===== src/design/urt_pkg.sv =====
// Shared constants for the serial receive path with timeout and DMA triggers.
// Assumes a 32-bit AXI4-Lite register bus and a single 50 MHz clock.
package urt_pkg;
  // Register byte offsets
  localparam logic [5:0] OFS_RECEIVE_HOLDING_REG = 6'h00;
  localparam logic [5:0] OFS_INTERRUPT_IDENT_REG = 6'h04;
  localparam logic [5:0] OFS_LINE_STATE_REG = 6'h08;
  localparam logic [5:0] OFS_MODEM_STATE_REG = 6'h0C;
  localparam logic [5:0] OFS_ENHANCED_FEATURE_CTRL_TWO = 6'h10;
  localparam logic [5:0] OFS_RX_TIMEOUT_COUNT_LOW = 6'h14;
  localparam logic [5:0] OFS_RX_TIMEOUT_COUNT_HIGH = 6'h18;
  localparam logic [5:0] OFS_FIFO_TRIGGER_LEVEL_REG = 6'h1C;
  localparam logic [5:0] OFS_BAUD_DIVISOR = 6'h20;
  // Field positions
  localparam int ENHANCED_FEATURE_CTRL_TWO_PERIODIC_BIT = 6;
  localparam int LSR_DATA_READY_BIT = 0;
  localparam int LSR_OVERRUN_BIT = 1;
  localparam int LSR_FRAMING_BIT = 3;
  localparam int MSR_CTS_BIT = 4;
  localparam int TLR_RX_LSB = 0;
  localparam int TLR_TX_LSB = 8;
  localparam int TLR_FIELD_W = 6;
  // Interrupt identification codes
  localparam logic [3:0] IIR_CODE_NONE = 4'h1;
  localparam logic [3:0] IIR_CODE_RX_TIMEOUT = 4'hC;
  // Reset values
  localparam logic [15:0] DIV_RESET = 16'h001B;
  localparam logic [7:0] TIMEOUT_LOW_RESET = 8'h28;
  localparam logic [7:0] TIMEOUT_HIGH_RESET = 8'h00;
  localparam logic [5:0] TRIG_RESET = 6'h01;
  // Receiver timing: last sample index of a bit and mid-bit sample index
  localparam logic [3:0] SMP_LAST = 4'hF;
  localparam logic [3:0] SMP_MID = 4'h7;
  // AXI responses
  localparam logic [1:0] RESP_OKAY = 2'h0;
  localparam logic [1:0] RESP_SLVERR = 2'h2;
  // Receiver states
  typedef enum logic [1:0] {
    RX_IDLE = 2'b00,
    RX_START = 2'b01,
    RX_DATA = 2'b10,
    RX_STOP = 2'b11
  } urt_rx_state_e;
endpackage : urt_pkg


===== src/design/urt_fifo_if.sv =====
// Carrier between the receive logic and its data FIFO.
// Assumes both ends run on the same clock.
`timescale 1ns/1ps
interface urt_fifo_if #(parameter int W = 8, parameter int DEPTH = 8);
  logic wr_valid;
  logic wr_ready;
  logic [W-1:0] wr_data;
  logic rd_valid;
  logic rd_ready;
  logic [W-1:0] rd_data;
  logic [$clog2(DEPTH):0] level;
  modport owner (output wr_valid, wr_data, rd_ready, input wr_ready, rd_valid, rd_data, level);
  modport store (input wr_valid, wr_data, rd_ready, output wr_ready, rd_valid, rd_data, level);
endinterface : urt_fifo_if


===== src/design/urt_fifo.sv =====
// Synchronous FIFO holding received characters, width and depth as parameters.
// Assumes DEPTH is a power of two and one clock for both ports.
`timescale 1ns/1ps
module urt_fifo #(
  parameter int W = 8,
  parameter int DEPTH = 8
) (
  input wire logic clk_i,
  input wire logic rst_i,
  urt_fifo_if.store f
);
  localparam int AW = $clog2(DEPTH);
  localparam logic [AW:0] FULL_COUNT = (AW+1)'(DEPTH);

  typedef struct packed {
    logic [DEPTH-1:0][W-1:0] mem;
    logic [AW-1:0] wptr;
    logic [AW-1:0] rptr;
    logic [AW:0] count;
  } urt_fifo_s;

  urt_fifo_s s_ff;
  urt_fifo_s nxt_s;
  logic do_wr;
  logic do_rd;

  // Handshake flags from the occupancy count
  assign f.wr_ready = (s_ff.count != FULL_COUNT);
  assign f.rd_valid = (s_ff.count != '0);
  assign f.rd_data = s_ff.mem[s_ff.rptr];
  assign f.level = s_ff.count;
  assign do_wr = f.wr_valid && f.wr_ready;
  assign do_rd = f.rd_valid && f.rd_ready;

  // Next state: store, advance pointers, track count
  always_comb
  begin
    nxt_s = s_ff;
    if (do_wr)
    begin
      nxt_s.mem[s_ff.wptr] = f.wr_data;
      nxt_s.wptr = s_ff.wptr + 1'b1;
    end
    if (do_rd)
    begin
      nxt_s.rptr = s_ff.rptr + 1'b1;
    end
    if (do_wr && !do_rd)
    begin
      nxt_s.count = s_ff.count + 1'b1;
    end
    else if (do_rd && !do_wr)
    begin
      nxt_s.count = s_ff.count - 1'b1;
    end
  end

  // State register
  always_ff @(posedge clk_i or posedge rst_i)
  begin
    if (rst_i)
    begin
      s_ff <= '0;
    end
    else
    begin
      s_ff <= nxt_s;
    end
  end
endmodule : urt_fifo


===== src/design/urt_rx_timeout.sv =====
// Serial receiver with receive timeout interrupt and DMA trigger requests.
// Assumes an AXI4-Lite master, an asynchronous serial line and a TX FIFO level on this clock.
`timescale 1ns/1ps
module urt_rx_timeout
  import urt_pkg::*;
#(
  parameter int FIFO_DEPTH = 8,
  parameter int TX_DEPTH = 8
) (
  input wire logic REF_CLK_I,
  input wire logic RST_I,
  input wire logic [5:0] S_AXI_AWADDR_I,
  input wire logic S_AXI_AWVALID_I,
  output logic S_AXI_AWREADY_O,
  input wire logic [31:0] S_AXI_WDATA_I,
  input wire logic [3:0] S_AXI_WSTRB_I,
  input wire logic S_AXI_WVALID_I,
  output logic S_AXI_WREADY_O,
  output logic [1:0] S_AXI_BRESP_O,
  output logic S_AXI_BVALID_O,
  input wire logic S_AXI_BREADY_I,
  input wire logic [5:0] S_AXI_ARADDR_I,
  input wire logic S_AXI_ARVALID_I,
  output logic S_AXI_ARREADY_O,
  output logic [31:0] S_AXI_RDATA_O,
  output logic [1:0] S_AXI_RRESP_O,
  output logic S_AXI_RVALID_O,
  input wire logic S_AXI_RREADY_I,
  input wire logic UART_RX_I,
  input wire logic CTS_N_I,
  input wire logic [$clog2(TX_DEPTH):0] TX_FIFO_LEVEL_I,
  output logic DMA_RX_REQ_O,
  output logic DMA_TX_REQ_O,
  output logic RX_TIMEOUT_IRQ_O
);
  import urt_pkg::*;

  typedef struct packed {
    logic rx_meta;
    logic rx_sync;
    logic cts_meta;
    logic cts_sync;
    logic [15:0] presc;
    logic [3:0] tick16;
    urt_rx_state_e rx_st;
    logic [3:0] smp;
    logic [2:0] bitn;
    logic [7:0] shreg;
    logic push;
    logic [7:0] push_data;
    logic overrun;
    logic framing;
    logic [15:0] to_cnt;
    logic to_pend;
    logic periodic;
    logic [7:0] to_lo;
    logic [7:0] to_hi;
    logic [TLR_FIELD_W-1:0] trig_rx;
    logic [TLR_FIELD_W-1:0] trig_tx;
    logic [15:0] div;
    logic aw_held;
    logic [5:0] aw_addr;
    logic w_held;
    logic [31:0] w_data;
    logic [3:0] w_strb;
    logic bvalid;
    logic [1:0] bresp;
    logic rvalid;
    logic [31:0] rdata;
    logic [1:0] rresp;
  } urt_state_s;

  urt_state_s s_ff;
  urt_state_s nxt_s;
  logic smp_tick;
  logic bit_tick;
  logic ar_take;
  logic [5:0] ar_word;
  logic [5:0] aw_word;
  logic [15:0] to_limit;
  logic to_run;
  logic [TLR_FIELD_W-1:0] rx_level;
  logic [TLR_FIELD_W-1:0] tx_level;
  logic [TLR_FIELD_W-1:0] eff_rx_trig;
  logic [TLR_FIELD_W-1:0] eff_tx_trig;
  logic [TLR_FIELD_W-1:0] tx_room;

  urt_fifo_if #(.W(8), .DEPTH(FIFO_DEPTH)) rxf ();

  urt_fifo #(.W(8), .DEPTH(FIFO_DEPTH)) u_rx_fifo (
    .clk_i(REF_CLK_I),
    .rst_i(RST_I),
    .f(rxf.store)
  );

  // Sample tick from the divisor, bit tick every sixteen samples
  assign smp_tick = (s_ff.presc >= s_ff.div);
  assign bit_tick = smp_tick && (s_ff.tick16 == SMP_LAST);

  // Bus handshakes
  assign S_AXI_AWREADY_O = !s_ff.aw_held && !s_ff.bvalid;
  assign S_AXI_WREADY_O = !s_ff.w_held && !s_ff.bvalid;
  assign S_AXI_ARREADY_O = !s_ff.rvalid;
  assign S_AXI_BVALID_O = s_ff.bvalid;
  assign S_AXI_BRESP_O = s_ff.bresp;
  assign S_AXI_RVALID_O = s_ff.rvalid;
  assign S_AXI_RDATA_O = s_ff.rdata;
  assign S_AXI_RRESP_O = s_ff.rresp;
  assign ar_take = S_AXI_ARVALID_I && !s_ff.rvalid;
  assign ar_word = {S_AXI_ARADDR_I[5:2], 2'b00};
  assign aw_word = {s_ff.aw_addr[5:2], 2'b00};

  // FIFO side: receiver pushes, holding register read pops
  assign rxf.wr_valid = s_ff.push;
  assign rxf.wr_data = s_ff.push_data;
  assign rxf.rd_ready = ar_take && (ar_word == OFS_RECEIVE_HOLDING_REG);

  // Timeout limit from the high and low count registers
  assign to_limit = {s_ff.to_hi, s_ff.to_lo};
  assign to_run = (s_ff.periodic || rxf.rd_valid) && (to_limit != '0);

  // DMA triggers; a zero trigger field acts as one entry
  assign rx_level = TLR_FIELD_W'(rxf.level);
  assign tx_level = TLR_FIELD_W'(TX_FIFO_LEVEL_I);
  assign eff_rx_trig = (s_ff.trig_rx == '0) ? TLR_FIELD_W'(1) : s_ff.trig_rx;
  assign eff_tx_trig = (s_ff.trig_tx == '0) ? TLR_FIELD_W'(1) : s_ff.trig_tx;
  assign tx_room = TLR_FIELD_W'(TX_DEPTH) - tx_level;
  assign DMA_RX_REQ_O = (rx_level >= eff_rx_trig);
  assign DMA_TX_REQ_O = (tx_level <= TLR_FIELD_W'(TX_DEPTH)) && (tx_room >= eff_tx_trig);
  assign RX_TIMEOUT_IRQ_O = s_ff.to_pend;

  // Next state for receiver, timeout and register file
  always_comb
  begin
    nxt_s = s_ff;
    nxt_s.rx_meta = UART_RX_I;
    nxt_s.rx_sync = s_ff.rx_meta;
    nxt_s.cts_meta = CTS_N_I;
    nxt_s.cts_sync = s_ff.cts_meta;
    nxt_s.push = 1'b0;
    nxt_s.presc = smp_tick ? '0 : s_ff.presc + 16'h0001;
    if (smp_tick)
    begin
      nxt_s.tick16 = s_ff.tick16 + 4'h1;
    end

    // Character receiver, 8 data bits, one stop bit
    unique case (s_ff.rx_st)
      RX_IDLE:
      begin
        if (!s_ff.rx_sync)
        begin
          nxt_s.rx_st = RX_START;
          nxt_s.smp = '0;
        end
      end
      RX_START:
      begin
        if (smp_tick)
        begin
          nxt_s.smp = s_ff.smp + 4'h1;
          if (s_ff.smp == SMP_MID)
          begin
            nxt_s.smp = '0;
            nxt_s.bitn = '0;
            nxt_s.rx_st = s_ff.rx_sync ? RX_IDLE : RX_DATA;
          end
        end
      end
      RX_DATA:
      begin
        if (smp_tick)
        begin
          nxt_s.smp = s_ff.smp + 4'h1;
          if (s_ff.smp == SMP_LAST)
          begin
            nxt_s.shreg = {s_ff.rx_sync, s_ff.shreg[7:1]};
            nxt_s.bitn = s_ff.bitn + 3'h1;
            if (s_ff.bitn == 3'h7)
            begin
              nxt_s.rx_st = RX_STOP;
            end
          end
        end
      end
      RX_STOP:
      begin
        if (smp_tick)
        begin
          nxt_s.smp = s_ff.smp + 4'h1;
          if (s_ff.smp == SMP_LAST)
          begin
            nxt_s.push = 1'b1;
            nxt_s.push_data = s_ff.shreg;
            nxt_s.rx_st = RX_IDLE;
          end
        end
      end
    endcase

    // Timeout counter: restarts on a new character, wraps at the limit
    if (s_ff.push || !to_run)
    begin
      nxt_s.to_cnt = '0;
    end
    else if (bit_tick)
    begin
      nxt_s.to_cnt = s_ff.to_cnt + 16'h0001;
    end

    // Register reads; only the identification read touches the timeout flag
    if (ar_take)
    begin
      nxt_s.rvalid = 1'b1;
      nxt_s.rresp = RESP_OKAY;
      nxt_s.rdata = '0;
      unique case (ar_word)
        OFS_RECEIVE_HOLDING_REG: nxt_s.rdata[7:0] = rxf.rd_valid ? rxf.rd_data : 8'h00;
        OFS_INTERRUPT_IDENT_REG:
        begin
          nxt_s.rdata[3:0] = s_ff.to_pend ? IIR_CODE_RX_TIMEOUT : IIR_CODE_NONE;
          nxt_s.to_pend = 1'b0;
        end
        OFS_LINE_STATE_REG:
        begin
          nxt_s.rdata[LSR_DATA_READY_BIT] = rxf.rd_valid;
          nxt_s.rdata[LSR_OVERRUN_BIT] = s_ff.overrun;
          nxt_s.rdata[LSR_FRAMING_BIT] = s_ff.framing;
          nxt_s.overrun = 1'b0;
          nxt_s.framing = 1'b0;
        end
        OFS_MODEM_STATE_REG: nxt_s.rdata[MSR_CTS_BIT] = !s_ff.cts_sync;
        OFS_ENHANCED_FEATURE_CTRL_TWO: nxt_s.rdata[ENHANCED_FEATURE_CTRL_TWO_PERIODIC_BIT] = s_ff.periodic;
        OFS_RX_TIMEOUT_COUNT_LOW: nxt_s.rdata[7:0] = s_ff.to_lo;
        OFS_RX_TIMEOUT_COUNT_HIGH: nxt_s.rdata[7:0] = s_ff.to_hi;
        OFS_FIFO_TRIGGER_LEVEL_REG:
        begin
          nxt_s.rdata[TLR_RX_LSB +: TLR_FIELD_W] = s_ff.trig_rx;
          nxt_s.rdata[TLR_TX_LSB +: TLR_FIELD_W] = s_ff.trig_tx;
        end
        OFS_BAUD_DIVISOR: nxt_s.rdata[15:0] = s_ff.div;
        default: nxt_s.rresp = RESP_SLVERR;
      endcase
    end
    else if (S_AXI_RREADY_I)
    begin
      nxt_s.rvalid = 1'b0;
    end

    // Timeout event sets the flag, winning over a same-cycle clear
    if (to_run && bit_tick && !s_ff.push && (s_ff.to_cnt + 16'h0001 >= to_limit))
    begin
      nxt_s.to_cnt = '0;
      nxt_s.to_pend = 1'b1;
    end

    // Error flags, set wins over the line-state read clear
    if (s_ff.push && !rxf.wr_ready)
    begin
      nxt_s.overrun = 1'b1;
    end
    if (s_ff.rx_st == RX_STOP && smp_tick && s_ff.smp == SMP_LAST && !s_ff.rx_sync)
    begin
      nxt_s.framing = 1'b1;
    end

    // Write address and data are captured in either order
    if (S_AXI_AWVALID_I && S_AXI_AWREADY_O)
    begin
      nxt_s.aw_held = 1'b1;
      nxt_s.aw_addr = S_AXI_AWADDR_I;
    end
    if (S_AXI_WVALID_I && S_AXI_WREADY_O)
    begin
      nxt_s.w_held = 1'b1;
      nxt_s.w_data = S_AXI_WDATA_I;
      nxt_s.w_strb = S_AXI_WSTRB_I;
    end
    if (s_ff.aw_held && s_ff.w_held)
    begin
      nxt_s.aw_held = 1'b0;
      nxt_s.w_held = 1'b0;
      nxt_s.bvalid = 1'b1;
      nxt_s.bresp = RESP_OKAY;
      unique case (aw_word)
        OFS_RECEIVE_HOLDING_REG, OFS_INTERRUPT_IDENT_REG, OFS_LINE_STATE_REG, OFS_MODEM_STATE_REG:
        begin
          nxt_s.bresp = RESP_OKAY;
        end
        OFS_ENHANCED_FEATURE_CTRL_TWO:
        begin
          if (s_ff.w_strb[0])
          begin
            nxt_s.periodic = s_ff.w_data[ENHANCED_FEATURE_CTRL_TWO_PERIODIC_BIT];
          end
        end
        OFS_RX_TIMEOUT_COUNT_LOW:
        begin
          if (s_ff.w_strb[0])
          begin
            nxt_s.to_lo = s_ff.w_data[7:0];
          end
        end
        OFS_RX_TIMEOUT_COUNT_HIGH:
        begin
          if (s_ff.w_strb[0])
          begin
            nxt_s.to_hi = s_ff.w_data[7:0];
          end
        end
        OFS_FIFO_TRIGGER_LEVEL_REG:
        begin
          if (s_ff.w_strb[0])
          begin
            nxt_s.trig_rx = s_ff.w_data[TLR_RX_LSB +: TLR_FIELD_W];
          end
          if (s_ff.w_strb[1])
          begin
            nxt_s.trig_tx = s_ff.w_data[TLR_TX_LSB +: TLR_FIELD_W];
          end
        end
        OFS_BAUD_DIVISOR:
        begin
          if (s_ff.w_strb[0])
          begin
            nxt_s.div[7:0] = s_ff.w_data[7:0];
          end
          if (s_ff.w_strb[1])
          begin
            nxt_s.div[15:8] = s_ff.w_data[15:8];
          end
        end
        default: nxt_s.bresp = RESP_SLVERR;
      endcase
    end
    else if (s_ff.bvalid && S_AXI_BREADY_I)
    begin
      nxt_s.bvalid = 1'b0;
    end
  end

  // State register with reset values
  always_ff @(posedge REF_CLK_I or posedge RST_I)
  begin
    if (RST_I)
    begin
      s_ff <= '0;
      s_ff.rx_meta <= 1'b1;
      s_ff.rx_sync <= 1'b1;
      s_ff.cts_meta <= 1'b1;
      s_ff.cts_sync <= 1'b1;
      s_ff.div <= DIV_RESET;
      s_ff.to_lo <= TIMEOUT_LOW_RESET;
      s_ff.to_hi <= TIMEOUT_HIGH_RESET;
      s_ff.trig_rx <= TRIG_RESET;
      s_ff.trig_tx <= TRIG_RESET;
    end
    else
    begin
      s_ff <= nxt_s;
    end
  end
endmodule : urt_rx_timeout


===== config.mk =====
export PLATFORM = sky130hd
export DESIGN_NAME = urt_rx_timeout
export DESIGN_NICKNAME = d
export VERILOG_FILES = /design/src/design/urt_pkg.sv /design/src/design/urt_fifo_if.sv /design/src/design/urt_fifo.sv /design/src/design/urt_rx_timeout.sv
export SDC_FILE = /design/constraint.sdc
export NUM_CORES = 1
export LEC_CHECK = 0
export ABC_AREA = 1
export BUFFER_PORTS_ARGS = -buffer_cell sky130_fd_sc_hd__buf_4
export CAP_MARGIN = 20
export CORE_MARGIN = 2
export CORE_UTILIZATION = 55
export DETAILED_ROUTE_END_ITERATION = 10
export MAX_ROUTING_LAYER = met4
export PLACE_DENSITY = 0.79
export SLEW_MARGIN = 25
export SYNTH_ARGS = -nofsm -noshare
export SYNTH_HDL_FRONTEND = slang
export SYNTH_SLANG_ARGS = --single-unit

===== constraint.sdc =====
create_clock -name REF_CLK_I -period 9.75 [get_ports REF_CLK_I]
set_input_delay 1.95 -clock REF_CLK_I [delete_from_list [all_inputs] [get_ports REF_CLK_I]]
set_output_delay 1.95 -clock REF_CLK_I [all_outputs]
set_load 0.02 [all_outputs]

==> flow_summary.json <==
{
  "status": "finished clean",
  "ys_seq_area_share_pct": 48.3,
  "area_delta_synth_final_pct": 10.3,
  "multiInputGateArea_sq_mm": 0.00511,
  "grt_max_degree": 148,
  "synth_cell_types": 52,
  "grt_pass1_wl_microns": 46100,
  "antenna_cells": 0,
  "start_kind": "primary input",
  "regArea_sq_mm": 0.00582,
  "dp_slack_ps": 4340,
  "finalSetupViolCount": 0,
  "power.leakage_nw": 6.46,
  "crit_arrival_ps": 3480,
  "portBuffers": 64,
  "synth_warnings": 0,
  "fin_crit_sh_pct": 55.6,
  "h-tree-depth": 1,
  "synthXorXnorAreaFrac_pct": 2.18,
  "tns_ps": 0,
  "power_frac_comb_pct": 33.8,
  "worstSetupPathType": "primary input to output port",
  "finClkSkew_ps": 6.77,
  "grt_pass1_vias": 9390,
  "post_layout_nonfiller_instances": 1741,
  "power.switching_mw": 1.28,
  "drive_above_1_share_pct": 10.2,
  "routedWlPerCell_microns": 15.6,
  "maxCapViolCount": 0,
  "postCtsHoldBufs": 0,
  "hpwl_microns": 18200,
  "gp_congestion": 0.871,
  "synthMuxAreaShare_pct": 0.0935,
  "timing.final.ws_setup_ps": 4320,
  "nets": 1558,
  "drc": 0,
  "fp.dieH_microns": 152,
  "synth_top_family_by_area": "simple AND/OR/NAND/NOR gates",
  "ys.flop_type": "dfrtp_1",
  "core_area_sq_mm": 0.0216,
  "drtIter0Drc": 736,
  "pin_count": 105,
  "async_flop_share_pct": 100,
  "placed_area_sq_mm": 0.0125,
  "finalCriticalPeriod_ps": 5430,
  "required_ps": 7800,
  "power.internal_mw": 2.06,
  "hold_viol_final": 0,
  "grt_overflow": 0,
  "peakVddDrop_uv": 164,
  "ctsResizeCount": 0,
  "synth_adder_area_share_pct": 5.78,
  "dieArea_sq_mm": 0.0231,
  "avgSynthCellArea_sq_um": 8.57,
  "clk_latency_ps": 530,
  "syn_area_sq_mm": 0.0120,
  "tightest_slew_ps": 1020,
  "fp.dieW_microns": 152,
  "ctsRootBufferMaster": "clkbuf_16",
  "max_slew_margin_pct": 32.0,
  "synthCells": 1405,
  "clock.fmax_mhz": 184,
  "start_util_pct": 55.7,
  "cp_max_fo": 3,
  "p_sw_share_pct": 38.3,
  "dpl.cell_count": 1694,
  "dr.pass1.iters": 6,
  "end_kind": "output port",
  "p_clk_share_pct": 27.9,
  "drt-vias-per-instance": 5.51,
  "antenna_found_initial": 0,
  "fillers": 1828,
  "cts.sinks": 232,
  "synthSimpleGateAreaFrac_pct": 20.6,
  "via_count": 9586,
  "wl_microns": 27200,
  "postCtsSetupBuffers": 0,
  "rsz0062_at_grt": "no",
  "pwr_density_cell_mw_per_mm2": 251,
  "cts.clk_slew.worst_paths_ps": 60,
  "grtUsageTotal_pct": 24.4,
  "synth_compound_area_share_pct": 13.2,
  "hold_path_class": "register to register",
  "p_seq_share_pct": 38.4,
  "maxSlewViolCount": 0,
  "cts_made_buffers": 26,
  "final_cell_area_sq_mm": 0.0133,
  "finish.utilization_pct": 61.4,
  "cts_tree": "done",
  "cts.path.max_buffers": 3,
  "synth.ff_latch_count": 232,
  "synth_edf_count": 0,
  "ant_nets": 0,
  "fp-row-count": 54
}
final cells by class:
class	count	share of cell area, %
flip-flops and latches	232	43.8
multi-input cells	945	38.5
clock buffers	41	5.55
inverters	166	4.84
repair buffers	71	4.11
well taps	280	2.64
clock inverters	6	0.518
worst max-delay path, stage by stage:
cell and delay [ps]:
buf_4 80, inv_1 60, ha_1 220, a21oi_1 270, ha_1 300, nand2_1 100
inv_1 60, nand4_1 80, o2111ai_1 110, nand2_1 70, inv_1 40, buf_4 140
layer usage:
layer  part of all wire [%]  GRT usage (%)
met5                      0              -
met3                    5.3           3.08
met1                     44           32.2
met4                    2.3           6.54
met2                     48           40.3
power groups by stage:
stage | combinational (mW) | sequential (mW) | clock, mW
6_report | 1.13 | 1.28 | 0.928
5_1_grt | 1.27 | 1.30 | 0.980
4_1_cts | 1.12 | 1.28 | 0.946
3_5_place_dp | 1.10 | 1.29 | 0
3_3_place_gp | 1.06 | 1.28 | 0
2_1_floorplan | 0.865 | 1.25 | 0
per-stage QoR:
stage	hold WS [ps]	total power [mW]
after floorplan	345	2.12
after global placement	347	2.35
after detailed placement	350	2.39
after CTS	363	3.34
after global routing	365	3.56
final	357	3.33
cells in the mapped netlist, drive strengths merged (11+ instances only):
cell / n / share of area, %
nand2: 304 / 9.6
dfrtp: 220 / 46
o21ai: 182 / 7.6
inv: 164 / 5.1
nor2: 126 / 4.1
buf: 61 / 3.9
nand3: 57 / 2.7
ha: 54 / 5.6
a21oi: 52 / 2.3
nand4: 44 / 3.1
xor2: 21 / 1.5
clkbuf: 18 / 0.56
nor3: 14 / 0.67
o221ai: 14 / 1.0
o22ai: 13 / 0.68
dfstp: 12 / 2.6
o21a: 11 / 0.69
placed cells by master (no fill, tap or decap), drive strengths merged, types with 13 or more instances in the layout:
master and count:
nor2 126, o21ai 182, conb 18, nand3 57, nand2 304, ha 54, o22ai 13, clkbuf 41
o221ai 14, buf 71, a21oi 52, inv 163, nand4 44, dfrtp 220, nor3 14, xor2 21
kinds of logic after synthesis:
| kind of cell | count (synthesis) |
|---|---|
| xor gates and xnor gates | 30 |
| and+or+nand+nor | 553 |
| adders and majority gates | 55 |
| buffers and inverters | 245 |
| other | 1 |
| AOI/OAI and AO/OA | 288 |
| DFF | 232 |
| muxes | 1 |
flip-flops by register name (all words and copies together), names as in the netlist:
register	count
S_AXI_RVALID_O	1
s_ff	122
u_rx_fifo.f.level	4
S_AXI_RRESP_O	1
RX_TIMEOUT_IRQ_O	1
nxt_s	2
S_AXI_RDATA_O	16
aw_word	4
rxf.wr_data	8
rxf.wr_valid	1
u_rx_fifo.s_ff	70
S_AXI_BRESP_O	1
S_AXI_BVALID_O	1
final timing paths:
path	start	endpoint	slack, ps	depth (start not counted)
setup / recovery	TX_FIFO_LEVEL_I[0]	DMA_TX_REQ_O	4320	12
hold / removal	nxt_s[192]	s_ff[192]	360	0
setup reg to reg	s_ff[128]	RX_TIMEOUT_IRQ_O	6590	15
hold reg to reg	nxt_s[192]	s_ff[192]	360	0
max in group asynchronous	RST_I	s_ff[164]	6880	4
min in group asynchronous	RST_I	s_ff[140]	1550	2
No activity file was read; power rests on OpenSTA's default activity.
